**src/verilog/dlw_defines.svh**
```systemverilog
// constants for the display-structure walker: register map, node codes,
// word layouts and reset values.
// assumes 16-bit display memory words and 24-bit word addresses.
`ifndef DLW_DEFINES_SVH
`define DLW_DEFINES_SVH

// ----------------------------------------------------------------
// register map (byte addresses on the plain register port)
// ----------------------------------------------------------------
`define DLW_REG_CTRL    8'h00
`define DLW_REG_ROOT    8'h04
`define DLW_REG_LEVEL   8'h08
`define DLW_REG_COND    8'h0c
`define DLW_REG_WDONE   8'h10
`define DLW_REG_STATUS  8'h14
`define DLW_REG_FRAMES  8'h18
`define DLW_REG_PICK    8'h1c

// control and status bit positions
`define DLW_CTRL_START  0
`define DLW_CTRL_SYNC   1
`define DLW_STAT_BUSY   0
`define DLW_STAT_WOK    1
`define DLW_STAT_NIL    2
`define DLW_STAT_SYNC   3

// ----------------------------------------------------------------
// node type codes (first word of every node)
// ----------------------------------------------------------------
`define DLW_NODE_DATA   16'h0002
`define DLW_NODE_CHG    16'h0010
`define DLW_NODE_COND   16'h0011
`define DLW_NODE_RAW    16'h0012

// ----------------------------------------------------------------
// word layouts and read phases
// ----------------------------------------------------------------
`define DLW_SEL_LEVEL   1'b0
`define DLW_SEL_COND    1'b1
`define DLW_AFLAG_BIT   15
`define DLW_DOT_BIT     8
`define DLW_TEST_KIND   15
`define DLW_TEST_POL    8
`define DLW_DTYPE_BD    8'h0e
`define DLW_NIL_HI      16'h0000
`define DLW_MANT_ZERO   1
`define DLW_PH_ISSUE    2'd0
`define DLW_PH_GOT      2'd2

// address steps, vector counts and coordinate index
`define DLW_STEP        24'h000001
`define DLW_SKIP_FALSE  24'h000003
`define DLW_CNT_LAST    16'h0001
`define DLW_CNT_NONE    16'h0000
`define DLW_COORD_Z     2'd2

// reset values
`define DLW_RST_LEVEL   16'h0000
`define DLW_RST_COND    16'h0000
`define DLW_RST_ROOT    32'h00000000

`endif

```
**src/verilog/dlw_pkg.sv**
```systemverilog
// types shared by the display-structure walker and its helpers.
// assumes dlw_defines.svh is compiled alongside.
package dlw_pkg;

  // ----------------------------------------------------------------
  // walker states
  // ----------------------------------------------------------------
  typedef enum logic [4:0] {
    ST_IDLE   = 5'b00000,
    ST_RPH    = 5'b00001,
    ST_RPL    = 5'b00010,
    ST_NTYPE  = 5'b00011,
    ST_CB_SEL = 5'b00100,
    ST_CB_CLR = 5'b00101,
    ST_CB_SET = 5'b00110,
    ST_CT     = 5'b00111,
    ST_DPH    = 5'b01000,
    ST_DPL    = 5'b01001,
    ST_DMODE  = 5'b01010,
    ST_DNH    = 5'b01011,
    ST_DNL    = 5'b01100,
    ST_DCNT   = 5'b01101,
    ST_DPICK  = 5'b01110,
    ST_DX1    = 5'b01111,
    ST_DX2    = 5'b10000,
    ST_DEXP   = 5'b10001,
    ST_VH     = 5'b10010,
    ST_VL     = 5'b10011
  } dlw_state_t;

  // ----------------------------------------------------------------
  // one decoded vector endpoint
  // ----------------------------------------------------------------
  typedef struct packed {
    logic [31:0] x;
    logic [31:0] y;
    logic [31:0] z;
    logic [15:0] expo;
    logic [15:0] pick;
    logic [15:0] color;
    logic [15:0] texture;
    logic dot;
  } dlw_vec_t;

  // ----------------------------------------------------------------
  // all walker state
  // ----------------------------------------------------------------
  typedef struct packed {
    dlw_state_t st;
    logic [1:0] ph;
    logic [23:0] addr;
    logic mem_rd;
    logic [15:0] hi;
    logic ind;
    logic sel;
    logic [15:0] clr;
    logic [15:0] level;
    logic [15:0] cond;
    logic aflag;
    logic [7:0] dtype;
    logic [31:0] nxt;
    logic [15:0] cnt;
    logic [1:0] ci;
    logic [31:0] cx;
    logic [31:0] cy;
    logic vec_valid;
    dlw_vec_t vec;
    logic [31:0] root;
    logic sync;
    logic pend;
    logic busy;
    logic nil_seen;
    logic [15:0] frames;
    logic [31:0] rdata;
  } dlw_regs_t;

endpackage

```
**src/verilog/dlw_mant_unpack.sv**
```systemverilog
// rebuilds one 32-bit vector mantissa from its two stored words.
// assumes the low word was stored shifted down one bit with bit 15 zero.
`timescale 1ns/1ps
`include "dlw_defines.svh"

module dlw_mant_unpack
(
  input wire logic [15:0] hi,
  input wire logic [15:0] lo,
  output logic [31:0] mant
);
  import dlw_pkg::*;

  // ----------------------------------------------------------------
  // unpack
  // ----------------------------------------------------------------
  // shifted low word
  // the bit shifted out on store is gone for good; it returns as zero
  always_comb
  begin
    mant = {hi, lo[14:0], 1'b0};
  end

endmodule

```
**src/verilog/dlw_walker.sv**
```systemverilog
// display-structure walker: traverses display memory once per refresh,
// applies change-bits nodes, branches, raw blocks and decodes
// extended-precision block-normalized vector nodes.
// assumes a read-only memory port with data one cycle after the strobe.
`timescale 1ns/1ps
`include "dlw_defines.svh"

module dlw_walker
(
  input wire logic CLOCK,
  input wire logic SRST,
  input wire logic [7:0] REG_ADDR,
  input wire logic [31:0] REG_WDATA,
  input wire logic REG_WR,
  input wire logic REG_RD,
  output logic [31:0] REG_RDATA,
  output logic [23:0] MEM_ADDR,
  output logic MEM_RD,
  input wire logic [15:0] MEM_RDATA,
  output logic VEC_VALID,
  output dlw_pkg::dlw_vec_t VEC,
  output logic BUSY,
  output logic WRITE_OK
);
  import dlw_pkg::*;

  dlw_regs_t s_reg;
  dlw_regs_t s_next;
  logic got;
  logic [31:0] mant;

  // ----------------------------------------------------------------
  // outputs
  // ----------------------------------------------------------------
  // read only
  // the memory port cannot write, so nothing linked is ever deleted
  assign MEM_ADDR = s_reg.addr;
  assign MEM_RD = s_reg.mem_rd;
  assign REG_RDATA = s_reg.rdata;
  assign VEC_VALID = s_reg.vec_valid;
  assign VEC = s_reg.vec;
  assign BUSY = s_reg.busy;
  assign WRITE_OK = !(s_reg.sync && s_reg.pend);
  // memory word is on MEM_RDATA in the third phase of each read
  assign got = (s_reg.ph == `DLW_PH_GOT);

  dlw_mant_unpack u_mant
  (
    .hi(s_reg.hi),
    .lo(MEM_RDATA),
    .mant(mant)
  );

  // ----------------------------------------------------------------
  // next-state logic
  // ----------------------------------------------------------------
  // every non-idle state is one three-phase word read
  always_comb
  begin
    logic fin;
    logic go_next;
    logic ok;
    logic [15:0] w;
    logic [15:0] tgt;
    fin = 1'b0;
    go_next = 1'b0;
    ok = 1'b0;
    w = MEM_RDATA;
    tgt = 16'h0000;
    s_next = s_reg;
    s_next.mem_rd = 1'b0;
    s_next.vec_valid = 1'b0;
    s_next.rdata = 32'h00000000;
    if (s_reg.st != ST_IDLE && !got)
    begin
      s_next.ph = s_reg.ph + 2'd1;
      s_next.mem_rd = (s_reg.ph == `DLW_PH_ISSUE);
    end
    else if (s_reg.st != ST_IDLE)
    begin
      s_next.ph = `DLW_PH_ISSUE;
      s_next.addr = s_reg.addr + `DLW_STEP;
      case (s_reg.st)
        // a half-written pointer is seen as nil
        ST_RPH:
        begin
          s_next.hi = w;
          if (w == `DLW_NIL_HI)
            fin = 1'b1;
          else
            s_next.st = ST_RPL;
        end
        ST_RPL:
        begin
          s_next.addr = {s_reg.hi[7:0], w};
          s_next.st = ST_NTYPE;
        end
        ST_NTYPE:
        begin
          s_next.ind = 1'b0;
          case (w)
            `DLW_NODE_CHG: s_next.st = ST_CB_SEL;
            `DLW_NODE_COND: s_next.st = ST_CT;
            `DLW_NODE_DATA: s_next.st = ST_DMODE;
            `DLW_NODE_RAW:
            begin
              s_next.ind = 1'b1;
              s_next.st = ST_DPH;
            end
            default: fin = 1'b1;
          endcase
        end
        ST_CB_SEL:
        begin
          s_next.sel = w[0];
          s_next.st = ST_CB_CLR;
        end
        ST_CB_CLR:
        begin
          s_next.clr = w;
          s_next.st = ST_CB_SET;
        end
        ST_CB_SET:
        begin
          tgt = (s_reg.sel == `DLW_SEL_COND) ? s_reg.cond : s_reg.level;
          tgt = (tgt & ~s_reg.clr) | w;
          if (s_reg.sel == `DLW_SEL_COND)
            s_next.cond = tgt;
          else
            s_next.level = tgt;
          s_next.st = ST_DPH;
        end
        ST_CT:
        begin
          if (w[`DLW_TEST_KIND])
            ok = (s_reg.level[7:0] == w[7:0]);
          else
            ok = (s_reg.cond[w[3:0]] == w[`DLW_TEST_POL]);
          // failing test skips the taken pointer to the other one
          s_next.addr = ok ? s_reg.addr + `DLW_STEP
                           : s_reg.addr + `DLW_SKIP_FALSE;
          s_next.st = ST_DPH;
        end
        ST_DPH:
        begin
          s_next.hi = w;
          if (w == `DLW_NIL_HI)
            fin = 1'b1;
          else
            s_next.st = ST_DPL;
        end
        ST_DPL:
        begin
          s_next.addr = {s_reg.hi[7:0], w};
          s_next.st = s_reg.ind ? ST_RPH : ST_NTYPE;
        end
        ST_DMODE:
        begin
          s_next.aflag = w[`DLW_AFLAG_BIT];
          s_next.vec.dot = w[`DLW_DOT_BIT];
          s_next.dtype = w[7:0];
          s_next.st = ST_DNH;
        end
        ST_DNH:
        begin
          s_next.nxt[31:16] = w;
          s_next.st = ST_DNL;
        end
        ST_DNL:
        begin
          s_next.nxt[15:0] = w;
          s_next.st = ST_DCNT;
        end
        ST_DCNT:
        begin
          s_next.cnt = w;
          s_next.st = ST_DPICK;
        end
        ST_DPICK:
        begin
          s_next.vec.pick = w;
          if (!s_reg.aflag)
            s_next.st = ST_DX1;
          else if (s_reg.dtype == `DLW_DTYPE_BD)
            s_next.st = ST_DEXP;
          else
            go_next = 1'b1;
        end
        ST_DX1:
        begin
          s_next.vec.texture = w;
          s_next.st = ST_DX2;
        end
        ST_DX2:
        begin
          s_next.vec.color = w;
          if (s_reg.dtype == `DLW_DTYPE_BD)
            s_next.st = ST_DEXP;
          else
            go_next = 1'b1;
        end
        ST_DEXP:
        begin
          s_next.vec.expo = w;
          s_next.ci = 2'd0;
          if (s_reg.cnt == `DLW_CNT_NONE)
            go_next = 1'b1;
          else
            s_next.st = ST_VH;
        end
        ST_VH:
        begin
          s_next.hi = w;
          s_next.st = ST_VL;
        end
        ST_VL:
        begin
          s_next.st = ST_VH;
          s_next.ci = s_reg.ci + 2'd1;
          if (s_reg.ci == 2'd0)
            s_next.cx = mant;
          else if (s_reg.ci == 2'd1)
            s_next.cy = mant;
          else
          begin
            s_next.vec.x = s_reg.cx;
            s_next.vec.y = s_reg.cy;
            s_next.vec.z = mant;
            s_next.vec_valid = 1'b1;
            s_next.ci = 2'd0;
            s_next.cnt = s_reg.cnt - `DLW_CNT_LAST;
            if (s_reg.cnt == `DLW_CNT_LAST)
              go_next = 1'b1;
          end
        end
        default: fin = 1'b1;
      endcase
    end
    if (go_next)
    begin
      if (s_reg.nxt[31:16] == `DLW_NIL_HI)
        fin = 1'b1;
      else
      begin
        s_next.addr = {s_reg.nxt[23:16], s_reg.nxt[15:0]};
        s_next.st = ST_NTYPE;
      end
    end
    // end of refresh releases a pending synchronised write
    if (fin)
    begin
      s_next.st = ST_IDLE;
      s_next.busy = 1'b0;
      s_next.nil_seen = (s_reg.st == ST_RPH);
      s_next.frames = s_reg.frames + 16'h0001;
      s_next.pend = 1'b0;
    end
    // register writes; a write-done in the finishing cycle stays pending
    if (REG_WR)
    begin
      case (REG_ADDR)
        `DLW_REG_CTRL:
        begin
          s_next.sync = REG_WDATA[`DLW_CTRL_SYNC];
          // each refresh re-reads the entry pointer
          if (REG_WDATA[`DLW_CTRL_START] && s_reg.st == ST_IDLE)
          begin
            s_next.busy = 1'b1;
            s_next.addr = s_reg.root[23:0];
            s_next.ph = `DLW_PH_ISSUE;
            s_next.st = ST_RPH;
          end
        end
        `DLW_REG_ROOT: s_next.root = REG_WDATA;
        `DLW_REG_LEVEL: s_next.level = REG_WDATA[15:0];
        `DLW_REG_COND: s_next.cond = REG_WDATA[15:0];
        `DLW_REG_WDONE: s_next.pend = s_reg.sync;
        default: ;
      endcase
    end
    // register reads; unmapped offsets return zero
    if (REG_RD)
    begin
      case (REG_ADDR)
        `DLW_REG_CTRL: s_next.rdata[`DLW_CTRL_SYNC] = s_reg.sync;
        `DLW_REG_ROOT: s_next.rdata = s_reg.root;
        `DLW_REG_LEVEL: s_next.rdata[15:0] = s_reg.level;
        `DLW_REG_COND: s_next.rdata[15:0] = s_reg.cond;
        `DLW_REG_STATUS:
        begin
          s_next.rdata[`DLW_STAT_BUSY] = s_reg.busy;
          s_next.rdata[`DLW_STAT_WOK] = WRITE_OK;
          s_next.rdata[`DLW_STAT_NIL] = s_reg.nil_seen;
          s_next.rdata[`DLW_STAT_SYNC] = s_reg.sync;
        end
        `DLW_REG_FRAMES: s_next.rdata[15:0] = s_reg.frames;
        `DLW_REG_PICK: s_next.rdata[15:0] = s_reg.vec.pick;
        default: ;
      endcase
    end
  end

  // ----------------------------------------------------------------
  // state register
  // ----------------------------------------------------------------
  always_ff @(posedge CLOCK)
  begin
    if (SRST)
    begin
      s_reg <= '0;
      s_reg.st <= ST_IDLE;
      s_reg.level <= `DLW_RST_LEVEL;
      s_reg.cond <= `DLW_RST_COND;
      s_reg.root <= `DLW_RST_ROOT;
    end
    else
      s_reg <= s_next;
  end
endmodule
```
**config.mk**
```make
export PLATFORM = sky130hd
export DESIGN_NAME = dlw_walker
export DESIGN_NICKNAME = d
export VERILOG_FILES = /design/src/verilog/dlw_pkg.sv /design/src/verilog/dlw_mant_unpack.sv /design/src/verilog/dlw_walker.sv
export VERILOG_INCLUDE_DIRS = /design/src /design/src/verilog
export SDC_FILE = /design/constraint.sdc
export NUM_CORES = 1
export LEC_CHECK = 0
export ABC_AREA = 1
export BUFFER_PORTS_ARGS = -buffer_cell sky130_fd_sc_hd__buf_4
export CORE_MARGIN = 1
export CORE_UTILIZATION = 35
export CTS_BUF_LIST = sky130_fd_sc_hd__clkbuf_8
export CTS_CLUSTER_DIAMETER = 50
export DETAILED_ROUTE_END_ITERATION = 6
export SETUP_SLACK_MARGIN = 0.4
export SLEW_MARGIN = 25
export SYNTH_ARGS = -nofsm -noshare
export SYNTH_HDL_FRONTEND = slang
export SYNTH_SLANG_ARGS = --single-unit
```
**constraint.sdc**
```tcl
create_clock -name CLOCK -period 2.5 [get_ports CLOCK]
set_input_delay 0.25 -clock CLOCK [delete_from_list [all_inputs] [get_ports CLOCK]]
set_output_delay 0.25 -clock CLOCK [all_outputs]
set_load 0.02 [all_outputs]
```
==> results of run 1 <==
-- timing repair --
| item | in CTS | in global routing |
|---|---|---|
| endpoints found under the setup margin | 225 | 297 |
| gates cloned | 0 | 2 |
| gates resized for setup | 14 | 107 |
| buffers inserted | 0 | 10 |
| hold buffers | 45 | 0 |
| pin swaps | 0 | 7 |
| hold endpoints to repair | 92 | 0 |
-- cell families (layout without fill, tap and decap cells) --
family                   Yosys count  in the layout  share of synthesized area, %
AO/OA/AOI/OAI                    942            942                          22.1
XOR/XNOR                          51             51                          1.98
adder cells (fa/ha/maj)            8              8                         0.445
buffers and inverters            775            991                          16.9
flip-flops                       462            462                          41.1
other                              1              3                        0.0167
AND/OR/NAND/NOR                  931            931                          17.5
-- power by group through the flow --
stage	Combinational (mW)	Sequential, mW	Clock (mW)
finish	0.747	7.37	7.79
global route	0.800	7.36	8.32
CTS	0.739	7.37	7.99
detailed placement	0.682	7.53	0
global placement	0.684	7.53	0
floorplan	0.307	7.53	0
-- layout make-up --
cell class | instances | share of cell area (%)
clock buffer | 104 | 5.27
clock inverter | 52 | 1.50
inverter | 376 | 5.29
multi-input combinational | 1935 | 35.9
sequential | 462 | 34.1
tap | 846 | 3.90
timing repair buffer | 459 | 14.0
-- critical path: stages (launching register included) --
cell and delay [ps]:
dfxtp_4 360, nor2_4 200, nand2_4 110, nor2_4 100, buf_4 170, nand2_1 90
inv_2 120, nand2_8 120, buf_12 230, o21ai_0 300, a21oi_1 60
-- path summary, 6_finish.rpt --
| check | endpoint | from | slack (ps) | cells after the start |
|---|---|---|---|---|
| setup reg to reg | VEC[130] | s_reg[465] | 450 | 10 |
| hold reg to reg | REG_RDATA[25] | s_reg[77] | 440 | 2 |
| hold / removal | VEC[26] | MEM_RDATA[9] | 60 | 4 |
| setup / recovery | VEC[130] | s_reg[465] | 450 | 10 |
-- per-layer routing --
layer	up-vias	GRT usage [%]
li1	10474	-
met1	9766	31.3
met2	676	37.8
met3	167	4.16
met4	0	9.65
met5	-	0
-- per-stage QoR --
step / setup WS (ps) / utilization, % / hold slack (ps) / cells
floorplan: 639 / - / 410 / 3172
global placement: 141 / 38.5 / 423 / 4022
detailed placement: 185 / 38.5 / 428 / 4022
CTS: 403 / 42.2 / 4.86 / 4223
global route: 360 / 42.9 / 35.8 / 4234
finish: 452 / 42.9 / 59.7 / 4234
-- placed cells by master (no fill, tap or decap), types with 4 or more instances in the layout --
cell type	netlist	final
inv_1	350	369
o211ai_1	8	8
bufinv_16	0	6
nand3_1	153	146
nor3_2	1	6
a21oi_1	401	398
o21ai_1	5	15
buf_12	0	13
dfxtp_2	0	10
nor2_4	5	13
buf_4	220	392
buf_6	3	7
clkbuf_8	0	104
ha_1	8	6
xor2_1	45	45
dlygate4sd3_1	0	44
nor2_2	6	20
inv_4	0	5
o21ai_0	429	416
nand2_1	452	444
nand3_2	4	9
nor2_1	243	221
xnor2_1	6	6
nor3_1	28	23
clkinvlp_4	0	4
clkinv_2	0	13
o21ai_2	3	5
inv_2	22	22
nand4_1	16	16
a221oi_1	19	19
nor4_1	8	6
nand2_2	7	12
o21bai_1	22	22
dfxtp_1	462	450
a31oi_1	6	6
o22ai_1	34	34
==> impl_metrics.json, run 1 <==
{
  "multiInputGateArea_um2": 9760,
  "cts_sinks": 462,
  "synth_most_common_cell": "dfxtp_1",
  "antennaDiodeCount": 0,
  "internal_power_mw": 12.0,
  "yosysSeqAreaShare_pct": 41.1,
  "syn_inst": 3170,
  "routed.top_layer": "met4",
  "die-area_um2": 65400,
  "p_comb_share_pct": 4.7,
  "cts-root-buf": "clkbuf_8",
  "synth_edf_count": 0,
  "syn_area_um2": 22500,
  "p_seq_share_pct": 46.3,
  "ys_warn_count": 0,
  "setup_violations": 0,
  "drc": 0,
  "status": "completed",
  "grt_max_degree": 100,
  "ys_ff_latch": 462,
  "wl_met2_um": 36300,
  "drt_wl_total_um": 79500,
  "skew_ps": 16.5,
  "startpoint_type": "register",
  "cp.arrival_ps": 2600,
  "worst_pin_slew_ps": 956,
  "cp-end-kind": "register",
  "antenna_found_initial": 1,
  "ys_top_cells_by_count": "dfxtp_1 (462), nand2_1 (452), o21ai_0 (429)",
  "syn2layout_area_growth_pct": 20.6,
  "power_mw": 15.9,
  "gp_congestion": 0.959,
  "p_leak_nw": 11.2,
  "syn_avg_cell_area_um2": 7.10,
  "hp-class": "in -> reg",
  "fin_crit_ps": 2050,
  "cellPowerDensity_nw_per_um2": 586,
  "slew_violations": 0,
  "drt-pass1-iter-count": 6,
  "final_nets": 3390,
  "placed_area_um2": 24400,
  "core_um2": 63300,
  "numCtsBuffers": 88,
  "drtIter0Drc": 1590,
  "p_clk_share_pct": 49.0,
  "vias_per_cell": 4.98,
  "die_h_um": 256,
  "final_area_um2": 27100,
  "register_area_um2": 9270,
  "p_switching_mw": 3.87,
  "grt_pass1_wl_um": 120000,
  "die_x_um": 256,
  "yosysTopAreaCell": "dfxtp_1",
  "worstSetupPathType": "reg -> reg",
  "final_layout_size_suffix_gt1_share_pct": 19.8,
  "required_ps": 3050,
  "synth_ff_type": "dfxtp_1",
  "fillers": 6624,
  "drv_cap": 0,
  "dr_wl_met3_um": 4620,
  "initial_core_util_pct": 35.6,
  "grt_pass1_vias": 19783,
  "ys_top_cells_by_area": "dfxtp_1 (41%), o21ai_0 (9.5%), a21oi_1 (8.9%)",
  "io_buffers": 277,
  "crit_path_max_fanout": 80,
  "wl_met1_um": 35400,
  "dp_hpwl_um": 55000,
  "min_period_over_period_pct": 81.9,
  "clockBufferDepth": 3,
  "grt_usage_pct": 23.6,
  "rsz0062_at_grt": "yes",
  "postRouteAntennaNets": 0,
  "synthArstFlopShare_pct": 0,
  "hold_viol": 0,
  "relSlewSlack_pct": 36.3,
  "detail_route.wl_per_cell_um": 18.8,
  "pin_count": 281,
  "path_clk_slew_ps": 60,
  "synthDistinctLibCells": 48,
  "num_vias": 21083,
  "grt_overflow": 0,
  "cts_tree": "done",
  "ir_drop_mv": 0.392,
  "htree_levels": 3,
  "synth.top_cell.area_share_pct": 41.1,
  "fin_setup_tns_ps": 0,
  "largest_reg_flops": 245,
  "switching_share_pct": 24.4,
  "clock.fmax_mhz": 488,
  "num_rows": 92,
  "clk_latency_ps": 680
}
Power figures use the tool's default switching activity.
==> inputs of run 2 (changes only) <==
Settings changed: ABC_AREA 1 to 0.
Clock period 2.5 ns to 1.8 ns, I/O delays scaled along.
==> impl_metrics.json, run 2 <==
{
  "status": "finished with violations",
  "violations": "setup timing",
  "grt_max_degree": 119,
  "cp-end-kind": "register",
  "grt_pass1_vias": 21452,
  "setup_violations": 331,
  "ys_warn_count": 0,
  "drc": 0,
  "cts-root-buf": "clkbuf_8",
  "final_area_um2": 32300,
  "final_nets": 3352,
  "synthDistinctLibCells": 82,
  "num_rows": 91,
  "numCtsBuffers": 88,
  "initial_core_util_pct": 35.5,
  "die_h_um": 253,
  "crit_buf_inv": 0,
  "ys_top_cells_by_area": "dfxtp_1 (42%), nand2_1 (11%), a21oi_1 (8.0%)",
  "largest_reg_flops": 245,
  "num_vias": 22283,
  "max_stage_delay_ps": 510,
  "grt_usage_pct": 26.3,
  "path_clk_slew_ps": 60,
  "cts_sinks": 462,
  "final_layout_size_suffix_gt1_share_pct": 40.9,
  "ys_ff_latch": 462,
  "ys_top_cells_by_count": "nand2_1 (643), dfxtp_1 (462), a21oi_1 (351)",
  "skew_ps": 44.6,
  "placed_area_um2": 26500,
  "vias_per_cell": 5.32,
  "fin_crit_ps": 2520,
  "layout.cells.non_filler": 4191,
  "critical_path.top_delay_family": "multiplexers",
  "placed_cells": 3909,
  "pin_count": 281,
  "syn_inst": 2846,
  "io_buffers": 277,
  "min_period_over_period_pct": 140,
  "die-area_um2": 63900,
  "synth_edf_count": 0,
  "cellPowerDensity_nw_per_um2": 698,
  "power_mw": 22.5,
  "final_common_cell": "buf_4",
  "detail_route.wl_per_cell_um": 21.3,
  "cp_slowest_cell": "mux4_2",
  "drtIter0Drc": 1743,
  "hp-class": "in -> reg",
  "antenna_found_initial": 2,
  "core_um2": 61900,
  "crit_path_max_fanout": 5,
  "postRouteAntennaNets": 0,
  "dp_hpwl_um": 56700,
  "synth_most_common_cell": "nand2_1",
  "yosysTopAreaCell": "dfxtp_1",
  "slew_violations": 0,
  "die_x_um": 253,
  "drt_wl_total_um": 89300,
  "htree_levels": 3,
  "required_ps": 2380,
  "worstPathCellList": "mux2i_1 > mux4_2 > mux2i_4 > nand3_4 > nor2_4 > mux2_4 > or4_1 > a31oi_1",
  "final_cell_mix": "buf_4 (611), nand2_1 (458), dfxtp_1 (443)",
  "syn_avg_cell_area_um2": 7.73,
  "drt-pass1-iter-count": 6,
  "clock.fmax_mhz": 397,
  "worst_pin_slew_ps": 670,
  "grt_pass1_wl_um": 129000,
  "cts_tree": "done",
  "setup_ws_ps": -716,
  "synth.top_cell.area_share_pct": 42.0,
  "fin_setup_tns_ps": -132470,
  "clk_latency_ps": 700,
  "grt_overflow": 0,
  "drv_cap": 0,
  "p_leak_nw": 13.2,
  "syn2layout_area_growth_pct": 46.7,
  "hold_viol": 0,
  "synth_ff_type": "dfxtp_1",
  "syn_area_um2": 22000,
  "cp.arrival_ps": 3100,
  "worstSetupPathType": "reg -> reg",
  "rsz0062_at_grt": "yes",
  "ir_drop_mv": 0.437,
  "startpoint_type": "register",
  "yosysSeqAreaShare_pct": 42.0,
  "gp_congestion": 0.931,
  "relSlewSlack_pct": 55.3,
  "clockBufferDepth": 3,
  "synthArstFlopShare_pct": 0,
  "whs_ps": 56.8
}
[run 2: path summary, 6_finish.rpt]
check / cells after the start / end / from / slack (ps)
worst min-delay path: 6 / REG_RDATA[2] / REG_ADDR[0] / 60
worst max register to register: 8 / MEM_ADDR[11] / s_reg[369] / -720
worst min register to register: 2 / s_reg[80] / s_reg[80] / 450
worst max-delay path: 8 / MEM_ADDR[11] / s_reg[369] / -720
[run 2: worst reg2reg max path, delay by kind of cell, from the launching register on]
kind	cells	cell delay (ps)
simple gates	3	750
compound gates	1	170
mux	4	1160
flops	1	340
[run 2: logic make-up (layout without fill, tap and decap cells)]
family | Yosys count | after routing | synth area share (%)
compound gates | 630 | 630 | 17.2
xor+xnor | 33 | 33 | 1.31
fa+ha+maj | 9 | 9 | 0.500
buf+inv | 457 | 957 | 11.7
flops | 462 | 462 | 42.0
mux | 101 | 101 | 4.75
other cells | 1 | 5 | 0.0170
simple gates | 1153 | 1157 | 22.5
[run 2: cell type report]
cell class	count	area [µm²]
Clock inverter	51	445
Fill cell	5661	29700
Multi-Input combinational cell	1933	12700
Timing Repair Buffer	776	7220
Inverter	23	86.3
Tap cell	837	1050
Antenna cell	2	5.00
Sequential cell	462	9290
Clock buffer	107	1470
[run 2: metrics by stage]
stage	util (%)	setup WS, ps
finish	52.1	-716
global route	52.1	-808
CTS	49.5	-689
detailed placement	42.7	-958
global placement	42.7	-911
floorplan	-	-700
[run 2: power breakdown]
part,internal (mW),switching [mW],leakage (nW)
combinational,0.344,0.648,8.39
sequential,10.2,0.00346,3.73
clock,6.32,4.97,1.07
total,16.9,5.62,13.2
[run 2: per-layer routing]
metal	vias up	track usage (%)	wire length (µm)
li1	10397	-	-
met1	10898	33.0	36800
met2	783	44.3	43700
met3	205	4.40	5260
met4	0	11.4	3460
met5	-	0	0
[run 2: timing repair]
action / in CTS / in global routing
pin swaps: 131 / 160
setup endpoints to repair: 530 / 526
setup buffers: 30 / 21
hold endpoints to repair: 83 / 0
hold buffers: 38 / 0
resized for setup: 319 / 333
gates cloned: 25 / 8
